$ cat config.mk
export PLATFORM = sky130hd
export DESIGN_NAME = mpcg_top
export DESIGN_NICKNAME = d
export VERILOG_FILES = /design/src/core/mpcg_pkg.sv /design/src/core/mpcg_top.sv
export SDC_FILE = /design/constraint.sdc
export NUM_CORES = 2
export LEC_CHECK = 0
export BUFFER_PORTS_ARGS = -buffer_cell sky130_fd_sc_hd__buf_2
export CORE_MARGIN = 5
export CORE_UTILIZATION = 45
export DETAILED_ROUTE_END_ITERATION = 10
export MAX_ROUTING_LAYER = met4
export PLACE_DENSITY = 0.62
export SETUP_SLACK_MARGIN = 0.1
export SYNTH_ARGS = -nofsm -noshare
export SYNTH_HDL_FRONTEND = slang
export SYNTH_SLANG_ARGS = --single-unit
$ cat constraint.sdc
create_clock -name CLK -period 32.4 [get_ports CLK]
set_input_delay 4.86 -clock CLK [delete_from_list [all_inputs] [get_ports CLK]]
set_output_delay 4.86 -clock CLK [all_outputs]
set_load 0.005 [all_outputs]
$ cat src/core/mpcg_pkg.sv
// Constants and state layout shared by the phase-selectable clock generator.
package mpcg_pkg;

    // Timing figures in their own units and the cycle counts derived from them.
    localparam int unsigned CLK_PERIOD_PS  = 5000;
    localparam int unsigned PHASE_STEP_PS  = 2500;
    localparam int unsigned STEP_CYC_RAW   = (PHASE_STEP_PS + CLK_PERIOD_PS - 1) / CLK_PERIOD_PS;
    localparam int unsigned STEP_CYC       = (STEP_CYC_RAW < 1) ? 1 : STEP_CYC_RAW;
    localparam int unsigned LOCK_TIME_US   = 500;
    localparam int unsigned LOCK_TIME_CYC  = (LOCK_TIME_US * 1000 * 1000) / CLK_PERIOD_PS;

    // Widths and limits.
    localparam int unsigned NUM_OUT        = 6;
    localparam int unsigned PH_W           = 12;
    localparam logic [11:0] PH_MAX         = 12'hfff;
    localparam logic [3:0]  LOCK_PERIODS   = 4'h8;
    localparam int unsigned WD_W           = 17;

    // Base offsets per select code, four signed bits per output, output 0 lowest.
    localparam logic [23:0] OFF_SEL0       = 24'h000000;
    localparam logic [23:0] OFF_SEL1       = 24'h00f100;
    localparam logic [23:0] OFF_SEL2       = 24'hef0010;
    localparam logic [23:0] OFF_SEL3       = 24'heff110;
    localparam logic [5:0]  INV_SEL0       = 6'h20;
    localparam logic [5:0]  INV_SEL1       = 6'h20;
    localparam logic [5:0]  INV_SEL2       = 6'h00;
    localparam logic [5:0]  INV_SEL3       = 6'h00;

    typedef struct packed {
        logic        ref_q;
        logic        fb_q;
        logic        seen;
        logic [11:0] ph;
        logic [11:0] per;
        logic        per_ok;
        logic [11:0] corr;
        logic [3:0]  lock_cnt;
        logic        valid;
        logic [1:0]  sel_q;
        logic [16:0] wd;
        logic [5:0]  outs;
    } mpcg_state_t;

endpackage

$ cat src/core/mpcg_top.sv
// Phase-selectable six-output clock generator locked to a reference clock.
//
// Functional notes
// Select pins plus fed-back output choose one of fourteen phase patterns.
// Each output sits at its own offset: zero, plus/minus steps, or inverted.
// All offsets are counted in whole phase steps.
// Zero-offset output rises with the reference rising edge.
// Negative offset output rises that many steps before the reference edge.
// Positive offset output rises that many steps after the reference edge.
// Inverted output is half a period away, plus any step offset.
// Step is a fixed digital fraction of the reference period; the code keeps each step at STEP_CYC clock cycles whatever the period.
// Output edges move earlier or later in 2.5 ns steps; the code rounds each step up to one 5 ns clock cycle.
// Feedback rising edge is kept aligned with reference rising edge.
// Outputs run at half high, half low, whatever the reference duty.
// Lock is reached within 500 us; outputs are invalid before that.
// Board may tie together outputs of equal phase for more drive.
// One step equals one period of the fast internal oscillator.
// Feedback must be continuous and derived from one of the outputs.
// Select inputs are active-high static levels.
// A select change restarts the lock interval before phases are valid.
`timescale 1ns/1ps

module mpcg_top #(
    parameter int unsigned LOCK_TIME_CYCLES = mpcg_pkg::LOCK_TIME_CYC
) (
    // Clock and reset.
    input  wire logic CLK,
    input  wire logic RST,
    // Reference and feedback.
    input  wire logic REFERENCE_CLOCK_IN,
    input  wire logic FEEDBACK_CLOCK_IN,
    // Phase pattern select.
    input  wire logic PHASE_SELECT_HIGH,
    input  wire logic PHASE_SELECT_LOW,
    // Output clocks and lock status.
    output logic      OUT_CLOCK_0,
    output logic      OUT_CLOCK_1,
    output logic      OUT_CLOCK_2,
    output logic      OUT_CLOCK_3,
    output logic      OUT_CLOCK_4,
    output logic      OUT_CLOCK_5,
    output logic      OUTPUTS_LOCKED
);

    ////////////////////////////////////////////////////////////////////////////////

    // Reduces a value into one reference period; the span is at most two periods each way.
    function automatic logic [11:0] wrap(input logic signed [14:0] v, input logic [11:0] p);
        logic signed [14:0] x;
        logic signed [14:0] ps;
        x  = v;
        ps = $signed({3'b000, p});
        if (x < 0) begin
            x = x + ps;
        end
        if (x < 0) begin
            x = x + ps;
        end
        if (x >= ps) begin
            x = x - ps;
        end
        if (x >= ps) begin
            x = x - ps;
        end
        return x[11:0];
    endfunction

    function automatic logic [23:0] base_table(input logic [1:0] sel);
        case (sel)
            2'b00:   base_table = mpcg_pkg::OFF_SEL0;
            2'b01:   base_table = mpcg_pkg::OFF_SEL1;
            2'b10:   base_table = mpcg_pkg::OFF_SEL2;
            default: base_table = mpcg_pkg::OFF_SEL3;
        endcase
    endfunction

    function automatic logic [5:0] inv_table(input logic [1:0] sel);
        case (sel)
            2'b00:   inv_table = mpcg_pkg::INV_SEL0;
            2'b01:   inv_table = mpcg_pkg::INV_SEL1;
            2'b10:   inv_table = mpcg_pkg::INV_SEL2;
            default: inv_table = mpcg_pkg::INV_SEL3;
        endcase
    endfunction

    ////////////////////////////////////////////////////////////////////////////////

    mpcg_pkg::mpcg_state_t s;
    mpcg_pkg::mpcg_state_t next_s;

    logic [1:0]  sel;
    logic        ref_rise;
    logic        fb_rise;
    logic [11:0] half;
    logic [11:0] next_ph;
    logic [11:0] fb_err;
    logic [23:0] base_vec;
    logic [5:0]  inv_vec;
    logic [11:0] eff [6];
    logic [5:0]  cand;

    assign sel      = {PHASE_SELECT_HIGH, PHASE_SELECT_LOW};
    assign ref_rise = REFERENCE_CLOCK_IN & ~s.ref_q;
    assign fb_rise  = FEEDBACK_CLOCK_IN & ~s.fb_q;
    assign half     = s.per >> 1;
    assign base_vec = base_table(sel);
    assign inv_vec  = inv_table(sel);
    assign next_ph  = ref_rise ? 12'h000 : ((s.ph == mpcg_pkg::PH_MAX) ? s.ph : s.ph + 12'h001);
    assign fb_err   = wrap($signed({3'b000, s.ph}) + 15'sh0001, s.per);

    // Each output's rising edge position within the reference period.
    // The whole pattern is shifted by the loop correction, which is how the fed-back
    // output's choice selects among the patterns of one select code.
    genvar gi;
    generate
        for (gi = 0; gi < 6; gi++) begin : g_out
            logic [3:0]         b;
            logic signed [14:0] boff;
            logic signed [14:0] ioff;
            assign b    = base_vec[4*gi +: 4];
            assign boff = $signed({{11{b[3]}}, b}) * $signed(15'(mpcg_pkg::STEP_CYC));
            assign ioff = inv_vec[gi] ? $signed({3'b000, half}) : 15'sh0000;
            assign eff[gi] = wrap(boff + ioff + $signed({3'b000, s.corr}), s.per);
            assign cand[gi] = s.per_ok &&
                (wrap($signed({3'b000, next_ph}) - $signed({3'b000, eff[gi]}), s.per) < half);
        end
    endgenerate

    ////////////////////////////////////////////////////////////////////////////////

    always_comb begin
        next_s       = s;
        next_s.ref_q = REFERENCE_CLOCK_IN;
        next_s.fb_q  = FEEDBACK_CLOCK_IN;
        next_s.sel_q = sel;
        next_s.ph    = next_ph;
        next_s.outs  = cand;
        // Period measured digitally; the step stays at STEP_CYC clock cycles whatever the period.
        if (ref_rise) begin
            next_s.seen   = 1'b1;
            next_s.per    = s.ph + 12'h001;
            next_s.per_ok = s.seen && (s.ph != mpcg_pkg::PH_MAX) && (s.ph != 12'h000);
            if (next_s.per != s.per) begin
                next_s.lock_cnt = 4'h0;
                next_s.valid    = 1'b0;
            end else if (fb_rise && s.per_ok) begin
                if (s.lock_cnt != mpcg_pkg::LOCK_PERIODS) begin
                    next_s.lock_cnt = s.lock_cnt + 4'h1;
                end
                next_s.valid = (next_s.lock_cnt == mpcg_pkg::LOCK_PERIODS);
            end else begin
                // A reference edge without its feedback edge means the loop is open.
                next_s.lock_cnt = 4'h0;
                next_s.valid    = 1'b0;
            end
        end else if (s.ph == mpcg_pkg::PH_MAX) begin
            // A stopped reference drops lock rather than freezing stale phases.
            next_s.per_ok   = 1'b0;
            next_s.lock_cnt = 4'h0;
            next_s.valid    = 1'b0;
        end
        // A feedback edge away from the reference edge pulls the pattern by its error.
        if (fb_rise && !ref_rise && s.per_ok && fb_err != 12'h000) begin
            next_s.corr     = wrap($signed({3'b000, s.corr}) - $signed({3'b000, fb_err}),
                                   s.per);
            next_s.lock_cnt = 4'h0;
            next_s.valid    = 1'b0;
        end
        // Watchdog restarts acquisition when lock is not reached in time.
        if (s.valid) begin
            next_s.wd = '0;
        end else if (s.wd == 17'(LOCK_TIME_CYCLES)) begin
            next_s.wd       = '0;
            next_s.corr     = 12'h000;
            next_s.lock_cnt = 4'h0;
        end else begin
            next_s.wd = s.wd + 17'h00001;
        end
        if (sel != s.sel_q) begin
            next_s.lock_cnt = 4'h0;
            next_s.valid    = 1'b0;
            next_s.wd       = '0;
        end
    end

    always_ff @(posedge CLK) begin
        if (RST) begin
            s <= '0;
        end else begin
            s <= next_s;
        end
    end

    assign OUT_CLOCK_0    = s.outs[0];
    assign OUT_CLOCK_1    = s.outs[1];
    assign OUT_CLOCK_2    = s.outs[2];
    assign OUT_CLOCK_3    = s.outs[3];
    assign OUT_CLOCK_4    = s.outs[4];
    assign OUT_CLOCK_5    = s.outs[5];
    assign OUTPUTS_LOCKED = s.valid;

    ////////////////////////////////////////////////////////////////////////////////

    // High-time counter of output 0, read only by the duty check.
    logic [11:0] hi0;
    always_ff @(posedge CLK) begin
        if (RST) begin
            hi0 <= 12'h000;
        end else begin
            hi0 <= OUT_CLOCK_0 ? hi0 + 12'h001 : 12'h000;
        end
    end

    property p_sel_relock;
        @(posedge CLK) disable iff (RST)
        (sel != s.sel_q) |=> !OUTPUTS_LOCKED [*2];
    endproperty
    a_sel_relock: assert property (p_sel_relock) else $error("lock kept across select change");

    property p_fb_align;
        @(posedge CLK) disable iff (RST)
        (OUTPUTS_LOCKED && fb_rise) |-> ref_rise;
    endproperty
    a_fb_align: assert property (p_fb_align) else $error("feedback edge off reference edge");

    property p_lock_time;
        @(posedge CLK) disable iff (RST)
        !OUTPUTS_LOCKED |-> (s.wd <= 17'(LOCK_TIME_CYCLES));
    endproperty
    a_lock_time: assert property (p_lock_time) else $error("acquisition overran lock time");

    property p_duty;
        @(posedge CLK) disable iff (RST)
        (OUTPUTS_LOCKED && $past(OUTPUTS_LOCKED, 2) && $fell(OUT_CLOCK_0)) |-> (hi0 == half);
    endproperty
    a_duty: assert property (p_duty) else $error("output high time is not half period");

    property p_zero_align;
        @(posedge CLK) disable iff (RST)
        (OUTPUTS_LOCKED && ref_rise && eff[0] == 12'h000) |=> $rose(OUT_CLOCK_0);
    endproperty
    a_zero_align: assert property (p_zero_align) else $error("zero offset output not aligned");

    property p_rise_at_offset;
        @(posedge CLK) disable iff (RST)
        (OUTPUTS_LOCKED && $past(OUTPUTS_LOCKED) && sel == s.sel_q && $rose(OUT_CLOCK_3)) |->
            (s.ph == eff[3]);
    endproperty
    a_rise_at_offset: assert property (p_rise_at_offset) else $error("edge not at offset");

    property p_inverted;
        @(posedge CLK) disable iff (RST)
        (OUTPUTS_LOCKED && sel == 2'b00 && !s.per[0] && $stable(s.corr)) |->
            (OUT_CLOCK_5 != OUT_CLOCK_0);
    endproperty
    a_inverted: assert property (p_inverted) else $error("inverted output not complement");

    property p_step;
        @(posedge CLK) disable iff (RST)
        (s.per_ok && sel == 2'b01) |->
            (eff[2] == wrap($signed({3'b000, eff[0]}) + $signed(15'(mpcg_pkg::STEP_CYC)), s.per));
    endproperty
    a_step: assert property (p_step) else $error("late output not one step behind");

    // Outputs are compared against the offsets of the select code they were built from.
    property p_late_rise;
        @(posedge CLK) disable iff (RST)
        (OUTPUTS_LOCKED && $past(OUTPUTS_LOCKED) && sel == s.sel_q && $rose(OUT_CLOCK_1)) |->
            (s.ph == eff[1]);
    endproperty
    a_late_rise: assert property (p_late_rise) else $error("late edge not at offset");

    property p_drop_on_miss;
        @(posedge CLK) disable iff (RST)
        (OUTPUTS_LOCKED && ref_rise && !fb_rise) |=> !OUTPUTS_LOCKED;
    endproperty
    a_drop_on_miss: assert property (p_drop_on_miss) else $error("lock kept open loop");

    property p_lock_count;
        @(posedge CLK) disable iff (RST)
        $rose(OUTPUTS_LOCKED) |-> (s.lock_cnt == mpcg_pkg::LOCK_PERIODS);
    endproperty
    a_lock_count: assert property (p_lock_count) else $error("lock without full count");

    property p_per_hold;
        @(posedge CLK) disable iff (RST)
        !ref_rise |=> $stable(s.per);
    endproperty
    a_per_hold: assert property (p_per_hold) else $error("period moved between edges");

    property p_outs_quiet;
        @(posedge CLK) disable iff (RST)
        !s.per_ok |=> (s.outs == 6'h00);
    endproperty
    a_outs_quiet: assert property (p_outs_quiet) else $error("outputs run unmeasured");

    property p_equal_phase;
        @(posedge CLK) disable iff (RST)
        (s.sel_q == 2'b00) |-> (OUT_CLOCK_1 == OUT_CLOCK_0 && OUT_CLOCK_2 == OUT_CLOCK_0 &&
            OUT_CLOCK_3 == OUT_CLOCK_0 && OUT_CLOCK_4 == OUT_CLOCK_0);
    endproperty
    a_equal_phase: assert property (p_equal_phase) else $error("aligned outputs differ");

    property p_inverted_late;
        @(posedge CLK) disable iff (RST)
        (OUTPUTS_LOCKED && s.sel_q == 2'b01 && sel == s.sel_q && !s.per[0] &&
            $stable(s.per)) |-> (OUT_CLOCK_5 != OUT_CLOCK_0);
    endproperty
    a_inverted_late: assert property (p_inverted_late) else $error("inverted output wrong");

endmodule // mpcg_top

======== Word level (Yosys, flattened, before mapping) ========
Index checks and enable logic that the tools add are counted.
word-level totals
  register bits after elaboration ......... 70
  bits of input ports ..................... 6
  output and inout port bits .............. 7
  logic and storage cells ................. 269
cells by class
  $add $sub $neg .......................... 79
  $lt $le $gt $ge ......................... 62
  equality and inequality tests ........... 9
  multiplexer cells ....................... 82
  bitwise operators ....................... 4
  reductions and logical operators ........ 21
operators with widths
  kind                   count
  $mux 15                44
  $ge 15x13->1           28
  $add 15x13->15         14
  $lt 15x1->1 const B    14
  $sub 15x13->15         14
  $mux 12                16
  $add 13x13->14         13
  $sub 12x12->12         14
  $lt 13x1->1 const B    8
  $sub 12x12->13         7
  $add 14x13->15         6
  $lt 14x1->1 const B    6
  $add 4x12->13          6
  $lt 12x11->1           6
  $pmux 24 s3            1
  $mux 11                6
  $mux 16                2
  $reduce_bool 12->1     2
  $mux 5                 4
  $add 17x1->17 const B  1
  $eq 17x17->1 const B   1
  $mux 17                1
  $mux 4                 4
  $add 13x12->14         1
  other kinds (23)       38

======== Logic depth before layout (Yosys ltp) ========
  word-level depth ........................ 25
  depth in mapped cells ................... 104
  gate-level depth less buffers ........... 99

======== Least setup slack after synthesis ========
OpenSTA, ideal clock, no wires.
  kind .................................... input to register
  from .................................... in PHASE_SELECT_HIGH
  to ...................................... reg s, in the netlist OUT_CLOCK_5
  library setup time ...................... 0.060 ns
  data arrival time ....................... 24.844 ns
  data required time ...................... 32.340 ns
  setup slack ............................. 7.496 ns
  stages on the path ...................... 102
  path buffers ............................ 8
  path through ............................ clkinv_1 -> clkbuf_1 -> nand2_1 -> fa_1 -> inv_1 -> fa_1 -> a211o_1 -> a21oi_1 -> o21a_1 -> nor2_1 -> o311ai_2 -> buf_2 -> buf_2 -> mux2_2 -> ha_1 -> inv_1 -> fa_1 -> nor2b_1 -> (+66 left out) -> a21boi_1 -> o41ai_1 -> o31ai_1 -> or4_1 -> a21oi_1 -> o311ai_1 -> nand2_1 -> clkbuf_1 -> o21ai_0 -> ha_1 -> a21o_1 -> a21o_1 -> a21oi_1 -> nor2_1 -> a2111oi_0 -> nor2_1 -> a2111oi_0 -> and3_1
on the way
  cells in the longest elaborated chain, start to end .. 25
RTL lines
  item                                            RTL line                        RTL
  from (decl)                                     mpcg_top.sv:33                  input wire logic PHASE_SELECT_HIGH,
  $eq 2x1->1 or $logic_not 2->1 (tied branches)   mpcg_top.sv:69, mpcg_top.sv:78
  $reduce_or 2->1 (no source line)                --
  $mux 6                                          mpcg_top.sv:78                  case (sel)
  $mux 11                                         mpcg_top.sv:122                 assign ioff = inv_vec[gi] ? $signed({3'b000, half}) : 15'sh0000;
  $add 4x12->13 (*)                               mpcg_top.sv:123                 assign eff[gi] = wrap(boff + ioff + $signed({3'b000, s.corr}), s.per);
  $add 13x13->14 (*)                              mpcg_top.sv:123
  $add 14x13->15 or $lt 14x1->1 (tied branches)   mpcg_top.sv:54, mpcg_top.sv:53
  $mux 15 (*)                                     mpcg_top.sv:53                  if (x < 0) begin
  (+9 left out)                                   --
  $add 15x13->15 or $lt 15x1->1 (tied branches)   mpcg_top.sv:57, mpcg_top.sv:56
  $mux 15 (*)                                     mpcg_top.sv:56                  if (x < 0) begin
  $sub 15x13->15 or $ge 15x13->1 (tied branches)  mpcg_top.sv:60, mpcg_top.sv:59
  $mux 15 (*)                                     mpcg_top.sv:59                  if (x >= ps) begin
  $sub 12x12->12 or $ge 15x13->1 (tied branches)  mpcg_top.sv:63, mpcg_top.sv:62
  $mux 12 (*)                                     mpcg_top.sv:62                  if (x >= ps) begin
  $lt 12x11->1 (*)                                mpcg_top.sv:125                 (wrap($signed({3'b000, next_ph}) - $signed({3'b000, eff[gi]}), s.per) < half);
  $logic_and 1x1->1 (*)                           mpcg_top.sv:124                 assign cand[gi] = s.per_ok &&
  to (signal assigned)                            mpcg_top.sv:190                 s <= next_s;
  to (decl)                                       mpcg_top.sv:88                  mpcg_pkg::mpcg_state_t s;
Mark *: on every way between the ends. The rest lies on a longest branch, timed or not.
A chain may end at the register's enable or synchronous reset.

======== Final worst setup path ========
Same ends and word-level chain as after synthesis.

==> impl_metrics.toml <==
[sta]
relSlewSlack_pct = 31.6
min_period_over_period_pct = 85.1
grt_setup_unrepaired = "false"
fin_skew_ps = 46.2
fin_crit_ps = 27580
hold-worst-slack_ps = 467
clock.fmax_ghz = 0.0363
tns_ps = 0
worst_pin_slew_ps = 1020
hold_violations = 0
slew_viol_final = 0
final-setup-viol-count = 0

[status]
outcome = "completed"

[hold_path]
whs_path_depth = 2
min_from = "s[67]"
holdPathEnd = "s[67]"
hp-class = "reg2reg"

[clock_tree]
numCtsBuffers = 9
cts_setup_buffers = 0
cts.repair.resized = 0
root_buffer = "clkbuf_16"
clk_path_buf_depth = 2
htree_levels = 3
cts_tree = "yes"
clkSlewWorstSetupHoldPaths_ps = 110
hold_buffers = 0
clock_latency_ps = 420
cts_sinks = 70

[route]
ant_nets = 0
drc = 0
wl_per_cell_um = 19.5
num_vias = 42100
dr.pass1.iters = 6
routed_via_density = 6.04
drt-total-wl_um = 136000
drt_iter0_markers = 3275

[synth]
syn-num-nets = 6536
netlist_area_um2 = 42800
synth_cells = 5692
yosysWarnings = 0
synth_top_area_share_pct = 22.5
synthTopCellsByArea = "ha_1, xnor2_1, mux2_2, a21oi_1, nor2_1"
ys_ff_latch = 70
netlist.top_cell.by_area = "ha_1"
async_flop_share_pct = 0
synth_edf_count = 0
synth_top_flop_cell = "dfxtp_1"
yosysSeqAreaShare_pct = 3.27
synth_area_per_cell_um2 = 7.52
synth.distinct_cells = 112

[setup_path]
critPathMaxFanout = 27
crit_required_ps = 32770
critical_path_class = "in2reg"
arrival_ps = 27950
endpoint_kind = "flop"
cp-start-kind = "input pin"
reg2reg_from = "s[32]"
cp_slowest_cell = "a21boi_2"
reg2reg_slack_ps = 9180
reg2reg_depth = 91
cpPeakStageDelay_ps = 690
crit_top_cell = "ha_1"
timing.rr.end = "OUT_CLOCK_5"

[floorplanning]
die_w_um = 318
dieArea_um2 = 101000
start_util_pct = 45.2
core_area_um2 = 94700
rows = 113
die_h_um = 318
ios = 13

[global_routing]
grt_pass1_vias = 38700
track_usage_pct = 26.3
grt-ovfl-total = 0
grt_antenna_before_repair = 4
grt_start_max_net_pins = 38
grt_first_pass_wirelength_um = 213000

[final_layout]
fin_util_pct = 47.4
final_cell_mix = "ha_1, nor2_1, a21oi_1, xnor2_1, o21ai_0"
nFillCells = 9570
final_nets = 6534
seq_area_um2 = 1420
final_common_cell = "ha_1"
syn2layout_area_growth_pct = 4.87
multiInputGateArea_um2 = 39900
drive_above_1_share_pct = 8.69

[placed_design]
io_buffers = 12
place_congestion = 0.964
hpwl_um = 105000

[run]
max_cap_viol_count = 0
worst max path at each step:
stage / start / to
floorplan: PHASE_SELECT_HIGH / OUT_CLOCK_5
global placement: PHASE_SELECT_HIGH / OUT_CLOCK_5
detailed placement: PHASE_SELECT_HIGH / OUT_CLOCK_5
CTS: PHASE_SELECT_HIGH / OUT_CLOCK_5
global route: PHASE_SELECT_HIGH / OUT_CLOCK_5
finish: PHASE_SELECT_HIGH / OUT_CLOCK_5
worst max-delay path, delay by kind of cell:
family,cells,cell delay (ps)
compound gates,44,11090
simple gates,21,4490
fa+ha+maj,12,4130
buf+inv,8,1360
mux,4,1180
xor+xnor,4,740
stage by stage:
stage | worst slack [ps] | instances | instance area, µm²
6_report | 4820 | 6962 | 44900
5_1_grt | 2620 | 6962 | 44900
4_1_cts | 5060 | 6960 | 44900
3_5_place_dp | 4730 | 6944 | 44600
3_3_place_gp | 5010 | 6944 | 44600
2_1_floorplan | 7500 | 5692 | 42800
state kept, by name, summed over array words and instances (netlist names):
name,flops
OUT_CLOCK_2,1
OUT_CLOCK_1,1
OUT_CLOCK_5,1
OUT_CLOCK_4,1
half,11
OUT_CLOCK_3,1
s,52
OUTPUTS_LOCKED,1
OUT_CLOCK_0,1
area by class of cell:
class | instances | share of cell area [%]
diodes | 2 | 0.0111
clock buffers | 10 | 0.510
clock inverters | 6 | 0.156
inverters | 293 | 2.46
multi-input cells | 5232 | 88.8
flip-flops and latches | 70 | 3.17
well taps | 1265 | 3.53
repair buffers | 84 | 1.34
logic make-up after synthesis:
| family | after synthesis | share of synthesized area, % |
|---|---|---|
| AO/OA/AOI/OAI | 1771 | 27.0 |
| XOR/XNOR | 549 | 11.3 |
| adder cells (fa/ha/maj) | 839 | 25.7 |
| buffers and inverters | 390 | 3.63 |
| flip-flops | 70 | 3.27 |
| multiplexers | 392 | 9.97 |
| AND/OR/NAND/NOR | 1681 | 19.2 |
metal layers:
metal	part of all wire, %	GRT usage, %
met5	0	-
met4	3.0	6.88
met3	5.8	2.65
met2	43	41.1
met1	48	36.3
synthesized netlist by cell type, types with 12 or more instances:
cell / instances
o21bai_1: 65
o211ai_1: 37
ha_1: 770
o21ai_0: 379
and3_1: 42
or2_2: 31
nor2_1: 508
a21o_1: 182
nand2b_1: 92
a21oi_1: 491
nand2_1: 360
xnor2_1: 384
xor2_1: 164
o2111ai_1: 12
a211o_1: 19
a21boi_0: 39
dfxtp_1: 70
nand4_1: 70
nand3_1: 111
o31ai_1: 44
o41ai_1: 17
o21ai_1: 13
mux2i_1: 123
or4_1: 13
nor2b_1: 153
o21a_1: 146
o31a_1: 23
nor3_1: 159
fa_1: 68
a211oi_1: 74
or3_1: 46
inv_1: 290
nor4_1: 21
and2_1: 20
mux2_2: 267
clkbuf_1: 54
buf_2: 25
a31oi_1: 46
Power is not shown: default switching activity piles up to over one toggle a cycle in this logic, so the estimate is an artifact.
